<file path="config.mk">
export PLATFORM = sky130hd
export DESIGN_NAME = stl_top
export DESIGN_NICKNAME = d
export VERILOG_FILES = /design/src/rtl/stl_pkg.sv /design/src/rtl/stl_top.sv /design/src/rtl/stl_brake_timer.sv
export SDC_FILE = /design/constraint.sdc
export NUM_CORES = 1
export LEC_CHECK = 0
export BUFFER_PORTS_ARGS = -buffer_cell sky130_fd_sc_hd__buf_2
export CAP_MARGIN = 20
export CORE_UTILIZATION = 40
export CTS_BUF_LIST = sky130_fd_sc_hd__clkbuf_16
export DETAILED_ROUTE_END_ITERATION = 10
export GPL_TIMING_DRIVEN = 0
export PLACE_DENSITY_LB_ADDON = 0.2
export SYNTH_ARGS = -nofsm -noshare
export SYNTH_HDL_FRONTEND = slang
export SYNTH_SLANG_ARGS = --single-unit
</file>
<file path="constraint.sdc">
create_clock -name sys_clk -period 58.4 [get_ports sys_clk]
set_input_delay 5.84 -clock sys_clk [delete_from_list [all_inputs] [get_ports sys_clk]]
set_output_delay 5.84 -clock sys_clk [all_outputs]
set_load 0.01 [all_outputs]
</file>
<file path="src/rtl/stl_pkg.sv">
// Constants for the servo torque limit and sequence status block.
// Assumes one 125 MHz control clock and settings held stable by the caller.
package stl_pkg;
   // ==========================================================
   // Clock and timing
   // ==========================================================
   localparam int unsigned CLK_HZ          = 125_000_000;            // Control clock rate
   localparam int unsigned BRAKE_UNIT_MS   = 10;                     // Brake delay unit
   localparam int unsigned BRAKE_UNIT_CYC  = CLK_HZ / 1000 * BRAKE_UNIT_MS; // Cycles per unit
   localparam int unsigned PULSE_RATE_LIM  = 100;                    // Settle rate, pps

   // ==========================================================
   // Widths
   // ==========================================================
   localparam int unsigned TQ_W   = 14;   // Signed torque, tenths; room for 300 % plus bias
   localparam int unsigned GAIN_W = 10;   // Gain, tenths of a percent per volt
   localparam int unsigned VIN_W  = 12;   // Signed input, millivolts
   localparam int unsigned LIM_W  = 9;    // Limit, whole percent
   localparam int unsigned SPD_W  = 16;   // Signed speed, rpm
   localparam int unsigned ERR_W  = 16;   // Signed position error, pulses
   localparam int unsigned DLY_W  = 10;   // Brake delay count, units

   // ==========================================================
   // Values after reset
   // ==========================================================
   localparam logic [GAIN_W-1:0] GAIN_RST      = 10'h14D;  // 33.3 %/V
   localparam logic [LIM_W-1:0]  INT_LIM_RST   = 9'h12C;   // 300 %
   localparam logic [LIM_W-1:0]  EXT_LIM_RST   = 9'h064;   // 100 %
   localparam logic [LIM_W-1:0]  OT_LIM_RST    = 9'h12C;   // 300 %
   localparam logic [7:0]        COMP_W_RST    = 8'h0A;    // 10 pulses
   localparam logic [7:0]        POSITION_APPROACH_OUT_W_RST    = 8'h14;    // 20 pulses
   localparam logic [9:0]        MATCH_RST     = 10'h00A;  // 10 rpm

   // Brake sequencer states
   typedef enum logic [1:0] {
      STL_BRK_HELD = 2'b00,
      STL_BRK_WAIT = 2'b01,
      STL_BRK_FREE = 2'b10
   } stl_brk_e;
endpackage

</file>
<file path="src/rtl/stl_top.sv">
// Torque demand clamping and sequence status outputs of a servo drive.
// Assumes settings are quasi-static and the pin inputs are asynchronous.
// Function
// Torque equals input gain times voltage
// Separate forward and reverse internal limits
// External limit input clamps that direction
// Internal limits always win over external; the code keeps the lower of the two, so a lower external limit wins
// Overtravel stop clamps to overtravel limit
// One overtravel limit for both directions
// Add signed bias at servo-on
// Position complete within width, slow pulses
// Position position_approach_out within width, slow pulses
// Speed match when assigned and within range
// Rotation detected above threshold speed
// Clamp small speed commands to zero
// Clamp pin active only when assigned
// Nonzero clamp level clamps automatically
// Wait programmed delay before brake release
// Servo-on strictly precedes brake release
// All outputs updated once per cycle
module stl_top
   import stl_pkg::*;
#(
   parameter int unsigned BRAKE_CYC = BRAKE_UNIT_CYC   // Cycles per brake unit
) (
   input  wire logic                    sys_clk,
   input  wire logic                    rst,
   // Settings
   input  wire logic [GAIN_W-1:0]       cmdGain,          // Tenths %/V
   input  wire logic [LIM_W-1:0]        fwdIntLimit,      // Percent
   input  wire logic [LIM_W-1:0]        revIntLimit,      // Percent
   input  wire logic [LIM_W-1:0]        fwdExtLimit,      // Percent
   input  wire logic [LIM_W-1:0]        revExtLimit,      // Percent
   input  wire logic [LIM_W-1:0]        otLimit,          // Percent
   input  wire logic signed [7:0]       torqueBias,       // Percent, -100..100
   input  wire logic [7:0]              completeWidth,    // Pulses
   input  wire logic [7:0]              nearWidth,        // Pulses
   input  wire logic [9:0]              matchRange,       // Rpm
   input  wire logic [SPD_W-1:0]        rotThreshold,     // Rpm
   input  wire logic [12:0]             clampLevel,       // Rpm
   input  wire logic [DLY_W-1:0]        brakeDelay,       // 10 ms units
   input  wire logic                    positionMode,     // 1 position, 0 speed
   input  wire logic                    matchAssigned,    // Speed match has a pin
   input  wire logic                    clampAssigned,    // Clamp input has a pin
   // Measured values, same clock
   input  wire logic signed [VIN_W-1:0] analogMv,         // Sampled input, mV
   input  wire logic signed [ERR_W-1:0] positionError,    // Pulses
   input  wire logic [15:0]             pulseRate,        // Command pps
   input  wire logic signed [SPD_W-1:0] speedCmd,         // Rpm
   input  wire logic signed [SPD_W-1:0] speedFbk,         // Rpm
   input  wire logic                    servoOn,          // Servo enabled
   // Sequence pins, asynchronous
   input  wire logic                    fwd_ext_torque_limit_in,
   input  wire logic                    rev_ext_torque_limit_in,
   input  wire logic                    fwd_overtravel_in,
   input  wire logic                    rev_overtravel_in,
   input  wire logic                    zero_speed_clamp_in,
   // Results
   output logic signed [TQ_W-1:0]       torqueDemand,     // Tenths of percent
   output logic signed [SPD_W-1:0]      speedDemand,      // Rpm after clamp
   output logic                         position_complete_out,
   output logic                         position_approach_out,
   output logic                         speed_match_out,
   output logic                         rotation_detected_out,
   output logic                         brakeRelease      // High frees brake
);
   // ==========================================================
   // Helpers
   // ==========================================================
   // Magnitude of a signed 16-bit value
   function automatic logic [15:0] absVal(input logic signed [15:0] v);
      absVal = v[15] ? 16'(-v) : 16'(v);
   endfunction

   // Percent limit to tenths of a percent
   function automatic logic signed [TQ_W-1:0] toTenths(input logic [LIM_W-1:0] p);
      toTenths = TQ_W'({5'h00, p} * 14'h000A);
   endfunction

   // Smaller of two signed torque values
   function automatic logic signed [TQ_W-1:0] minTq(input logic signed [TQ_W-1:0] a,
                                                    input logic signed [TQ_W-1:0] b);
      minTq = (a < b) ? a : b;
   endfunction

   // ==========================================================
   // Pin synchronisers
   // ==========================================================
   logic [4:0] pinMeta;   // First stage, read only by pinSync
   logic [4:0] pinSync;   // Safe for logic

   // Two flops guard against metastability on the pins
   always_ff @(posedge sys_clk) begin
      if (rst) begin
         pinMeta <= 5'h00;
         pinSync <= 5'h00;
      end else begin
         pinMeta <= {zero_speed_clamp_in, rev_overtravel_in, fwd_overtravel_in,
                     rev_ext_torque_limit_in, fwd_ext_torque_limit_in};
         pinSync <= pinMeta;
      end
   end

   logic fwdExt;
   logic revExt;
   logic fwdOt;
   logic revOt;
   logic clampPin;
   assign fwdExt   = pinSync[0];
   assign revExt   = pinSync[1];
   assign fwdOt    = pinSync[2];
   assign revOt    = pinSync[3];
   assign clampPin = pinSync[4];

   // ==========================================================
   // Torque command
   // ==========================================================
   logic signed [23:0]     rawProd;     // Gain x mV, tenths % x mV
   logic signed [TQ_W-1:0] rawTq;       // Tenths of percent, saturated
   logic signed [TQ_W-1:0] biasTq;      // Bias in tenths
   logic signed [TQ_W-1:0] fwdCap;      // Positive-side ceiling
   logic signed [TQ_W-1:0] revCap;      // Negative-side magnitude ceiling
   logic signed [TQ_W-1:0] sumTq;       // Command plus bias
   logic signed [TQ_W-1:0] next_torque;

   // Tenths%/V times mV gives tenths% x 1000; divide back out
   always_comb begin
      rawProd = 24'($signed({1'b0, cmdGain}) * analogMv);
      if (rawProd / 1000 > 24'sd2047) begin
         rawTq = 14'sh07FF;  // Saturate high
      end else if (rawProd / 1000 < -24'sd2047) begin
         rawTq = -14'sh07FF;  // Saturate low
      end else begin
         rawTq = TQ_W'(rawProd / 1000);
      end
   end

   // Bias applies only while servo is on
   always_comb begin
      biasTq = servoOn ? TQ_W'(torqueBias * 14'sd10) : 14'sh0000;
      sumTq  = rawTq + biasTq;
   end

   // Build the direction ceilings; min lets the lower of internal and external limit win
   always_comb begin
      fwdCap = toTenths(fwdIntLimit);
      revCap = toTenths(revIntLimit);
      if (fwdExt) begin
         fwdCap = minTq(fwdCap, toTenths(fwdExtLimit));
      end
      if (revExt) begin
         revCap = minTq(revCap, toTenths(revExtLimit));
      end
      if (fwdOt || revOt) begin
         // Same overtravel ceiling both ways
         fwdCap = minTq(fwdCap, toTenths(otLimit));
         revCap = minTq(revCap, toTenths(otLimit));
      end
   end

   // Clamp the summed demand into [-revCap, fwdCap]
   always_comb begin
      if (sumTq > fwdCap) begin
         next_torque = fwdCap;
      end else if (sumTq < -revCap) begin
         next_torque = -revCap;
      end else begin
         next_torque = sumTq;
      end
   end

   // Registered torque demand
   always_ff @(posedge sys_clk) begin
      if (rst) begin
         torqueDemand <= 14'sh0000;
      end else begin
         torqueDemand <= next_torque;
      end
   end

   // ==========================================================
   // Zero clamp
   // ==========================================================
   logic clampActive;   // Clamping in force

   // Nonzero level clamps by itself; else the assigned pin decides
   assign clampActive = !positionMode &&
                        ((clampLevel != 13'h0000) || (clampAssigned && clampPin));

   // Clamp only affects speed mode commands below the level
   always_ff @(posedge sys_clk) begin
      if (rst) begin
         speedDemand <= 16'sh0000;
      end else if (clampActive && absVal(speedCmd) < {3'h0, clampLevel}) begin
         speedDemand <= 16'sh0000;
      end else begin
         speedDemand <= speedCmd;
      end
   end

   // ==========================================================
   // Sequence status outputs
   // ==========================================================
   logic [15:0] errMag;    // Position error magnitude
   logic [15:0] spdErr;    // Speed error magnitude
   logic        slowCmd;   // Command pulses nearly stopped

   assign errMag  = absVal(positionError);
   assign spdErr  = absVal(16'(speedCmd - speedFbk));
   assign slowCmd = pulseRate < 16'(PULSE_RATE_LIM);

   // Position complete and position_approach_out, position mode only
   always_ff @(posedge sys_clk) begin
      if (rst) begin
         position_complete_out <= 1'b0;
         position_approach_out <= 1'b0;
      end else begin
         position_complete_out <= positionMode && slowCmd &&
                                  errMag <= {8'h00, completeWidth};
         position_approach_out <= positionMode && slowCmd &&
                                  errMag <= {8'h00, nearWidth};
      end
   end

   // Speed match, speed mode and assigned pin only
   always_ff @(posedge sys_clk) begin
      if (rst) begin
         speed_match_out <= 1'b0;
      end else begin
         speed_match_out <= !positionMode && matchAssigned &&
                            spdErr <= {6'h00, matchRange};
      end
   end

   // Rotation detect; a low threshold will chatter on vibration
   always_ff @(posedge sys_clk) begin
      if (rst) begin
         rotation_detected_out <= 1'b0;
      end else begin
         rotation_detected_out <= absVal(speedFbk) > rotThreshold;
      end
   end

   // ==========================================================
   // Brake release timing
   // ==========================================================
   stl_brake_timer #(
      .UNIT_CYC     (BRAKE_CYC)
   ) uBrake (
      .sys_clk      (sys_clk),
      .rst          (rst),
      .servoOn      (servoOn),
      .delayUnits   (brakeDelay),
      .brakeRelease (brakeRelease)
   );
endmodule

</file>
<file path="src/rtl/stl_brake_timer.sv">
// Brake release sequencer: delays release after servo-on.
// Assumes servoOn is synchronous to sys_clk.
module stl_brake_timer
   import stl_pkg::*;
#(
   parameter int unsigned UNIT_CYC = BRAKE_UNIT_CYC   // Cycles per 10 ms unit
) (
   input  wire logic             sys_clk,
   input  wire logic             rst,
   input  wire logic             servoOn,      // Servo enabled this cycle
   input  wire logic [DLY_W-1:0] delayUnits,   // Wait in 10 ms units
   output logic                  brakeRelease  // High releases the brake
);
   // ==========================================================
   // State
   // ==========================================================
   stl_brk_e         state;      // Sequencer state
   logic [31:0]      tick;       // Cycles within a unit
   logic [DLY_W-1:0] units;      // Whole units elapsed

   // Sequencer; release always trails servo-on by at least a cycle
   always_ff @(posedge sys_clk) begin
      if (rst || !servoOn) begin
         state        <= STL_BRK_HELD;  // Servo off always holds brake
         tick         <= '0;
         units        <= '0;
         brakeRelease <= 1'b0;
      end else begin
         case (state)
            STL_BRK_HELD: begin
               state <= STL_BRK_WAIT;
            end
            STL_BRK_WAIT: begin
               if (units >= delayUnits) begin
                  state        <= STL_BRK_FREE;
                  brakeRelease <= 1'b1;
               end else if (tick == UNIT_CYC - 1) begin
                  tick  <= '0;
                  units <= units + 1'b1;
               end else begin
                  tick <= tick + 1;
               end
            end
            STL_BRK_FREE: begin
               brakeRelease <= 1'b1;
            end
            default: begin
               state <= STL_BRK_HELD;
            end
         endcase
      end
   end
endmodule

</file>
==> impl_results.md <==
* Final Cell Area at roughly 25000 um2
* Crit path buffers/inverters at 12
* Setup crit end kind: flip-flop
* Final hold vios at 0
* ANT nets after route at 0
* EDFF count, synth at 0
* Crit path required time at 58.61 ns
* Post-synth top area share at between 15 and 20%
* I/O pins at 250
* First-pass DRT Iterations at 5
* DP Worst Slack at 28.98 ns
* # rows at 85
* Port bufs at roughly 230
* Final Util at between 40 and 50%
* Initial core utilization at a little over 40%
* Hold buffer count at cts at 0
* Sequential fraction of the synthesis area at approximately 8%
* First-pass GRT wire length at ~100000 um
* Slowest CP cell: o22ai_1
* Max stage delay on crit path at 0.72 ns
* Antenna violations before repair at 1
* CP Launch Type: primary input
* Residual DRC count at 0
* Fill cell count at 5460
* Largest family of logic cells by synthesized area: adder cells
* Crit path max fanout at 10
* Crit Path Category: primary input to flip-flop
* Post-DR wirelength/cell at around 16 um
* Max cap viols at 0
* GRT Util Overall at a little over a fifth
* Distinct cells, synth at approximately 130
* Clock Tree Buf Depth at 2
* Width of the die at about 240 um
* CTS tree: built
* Number of global-route vias before repair at ~21k
* CORE AREA at about 54000 um2
* Synth warn at 0
* Via count at 21.16k
* # H-tree levels at 3
* Routability congestion estimate at around 0.91
* Status: complete, no violations
* Drt total wl at 61260 um
* CP dominant cell by count: a21oi_1
* Post-DP Area at 24300 um2
* Pin count of the biggest net entering global routing at 20
* Synth Register Bits at 89
* Top post-synthesis cells by count: 341 x inv_1, 304 x ha_1, 226 x nand2_1, 160 x nor2_1, 156 x xnor2_1
* Measured slew at the worst slew-check pin at 0.9772 ns
* Area contributors post-synth: ha_1 17%, fa_1 11%, dfxtp_1 8.0%
* Min Tclk post-route at between 20 and 30 ns
* Fin. max-slew vios at 0
* Die H at between 200 and 250 um
* Area Overhead vs Synth at 10.84%
* Root Driver: clkbuf_16
* Syn Area/Cell at approximately 7.8 um2
* Layout cells sized above 1 at 12.40%
* F_max at 34.05 MHz
* Synth Flop Type: dfxtp_1
* Dpl hpwl at 52450 um
* Cell family with most CP delay: compound AO/OA/AOI/OAI gates
* Initial drt markers at around 1.2k
* CP Data Arrival Time at 29.58 ns
* Total gr overflow at 0
* Fin crit share at a little over 50%
* Syn nets at approximately 3.5k
* CTS sink count at 89
* Post-CTS Resized at 0
* Synth Area in Simple Gates at between 20% and 30%
* Hold crit path type: flip-flop to flip-flop
* Clock transition at path regs at about 0.07 ns
* Multiplexer share of the synthesized area at around 3.2%
* Worst skew pair latency at roughly 0.37 ns
* Synth async-reset ratio at 0%
* Layout Nets at between 3k and 4k
* Total Negative Setup Slacks at 0 ns
* Setup Fix Bufs, Post-CTS at 0
* Syn Inst Count at 2830
* Compound-Gate Fraction of Synth Area at between 20% and 30%
* Final setup vio count at 0
* Count leader, synth: inv_1
* Mapped Area at around 22000 um2
* Worst Slack Setup Final at 29.03 ns
* Worst slew margin at 34.38%
* Final setup skew at 0.009084 ns
* Die area at roughly 56000 um2
* RSZ-0062 raised after global routing: no
* Num CTS Buffers at 9
* Post-synth top area cell: ha_1
* Synth Area in Adders at between 20% and 30%
* XOR/XNOR share of the synthesized area at about a tenth
* Vias per cell at approximately 5.5
[placed cells by master, fill, tap and decap left out, types with 13 or more instances in the layout]
cell / n
a211o_1: 13
a211oi_1: 22
a21o_1: 46
a21oi_1: 152
a31oi_1: 22
and2_1: 100
and3_1: 33
buf_2: 249
clkbuf_1: 65
dfxtp_1: 89
fa_1: 121
ha_1: 304
inv_1: 341
mux2_2: 18
mux2i_1: 43
nand2_1: 226
nand2b_1: 45
nand3_1: 65
nand4_1: 34
nor2_1: 160
nor2b_1: 51
nor3_1: 56
nor4_1: 21
o211ai_1: 17
o21a_1: 18
o21ai_0: 119
o21ai_1: 27
o21bai_1: 35
o31ai_1: 28
or3_1: 23
xnor2_1: 156
xor2_1: 74
[cell type report]
class                           instances  area (um2)  share of cell area [%]
Clock buffer                            9       225.2                  0.9152
Sequential cell                        89        1782                   7.240
Inverter                              341        1280                   5.201
Clock inverter                          7       81.33                  0.3305
Tap cell                              739       924.6                   3.757
Antenna cell                            1       2.502                 0.01017
Buffer                                 90       391.6                   1.591
Timing Repair Buffer                  234        1174                   4.769
Multi-Input combinational cell       2310       18750                   76.18
[worst reg2reg max path: stages, from the launching register on]
cell and delay [ns]:
dfxtp_1 0.31, inv_1 0.04, nor2_1 0.51, mux2_2 0.45, ha_1 0.28, a21oi_1 0.15
nor2b_1 0.06, o21ai_0 0.15, nand2b_1 0.07, a21oi_1 0.23, o31ai_1 0.11, o21ai_1 0.25
clkbuf_1 0.44, mux2_2 0.42, nand3b_1 0.21, nor3_1 0.28, nor3b_1 0.36, nor3b_1 0.32
xnor2_1 0.20, inv_1 0.07, ha_1 0.29, nor2b_1 0.14, o21ai_0 0.14, nand3_1 0.10
o22ai_1 0.71, clkbuf_1 0.55, nor2_1 0.08, a2111oi_1 0.47
[routing by layer]
layer	track usage [%]	wire length (um)
met3	2.973	2916
met1	27.28	27670
met4	5.064	1166
met5	0	0
met2	38.20	29500
[path summary, 6_finish.rpt]
path	start	slack, ns	cells past startpoint	endpoint
worst min register to register	pinMeta[1]	0.44	1	pinSync[1]
worst max register to register	pinSync[1]	50.84	27	torqueDemand[13]
worst max-delay path	cmdGain[2]	29.03	84	torqueDemand[13]
worst min-delay path	pinMeta[1]	0.44	1	pinSync[1]
[sequential cells by signal, indices dropped and copies added, names as in the netlist]
| name | flops |
|---|---|
| uBrake.units | 10 |
| uBrake.brakeRelease | 1 |
| position_approach_out | 1 |
| position_complete_out | 1 |
| speedDemand | 16 |
| uBrake.state | 2 |
| speed_match_out | 1 |
| torqueDemand | 14 |
| pinMeta | 5 |
| uBrake.tick | 32 |
| rotation_detected_out | 1 |
| pinSync | 5 |
[through the flow]
step / hold WS (ns) / std cells
floorplan: 0.4138 / 2830
global placement: 0.4298 / 3802
detailed placement: 0.4261 / 3803
CTS: 0.4489 / 3819
global route: 0.4664 / 3819
finish: 0.4432 / 3820
[cell families (layout without fill, tap and decap cells)]
family / count (synthesis) / after routing
AOI/OAI and AO/OA: 685 / 685
adders and majority gates: 428 / 428
other: 0 / 1
muxes: 66 / 66
and+or+nand+nor: 894 / 894
buffers and inverters: 431 / 681
DFF: 89 / 89
xor gates and xnor gates: 237 / 237
Power is left out: the tool's default activity adds up to more than one toggle a clock period on the data nets, which glitch-free logic cannot reach.
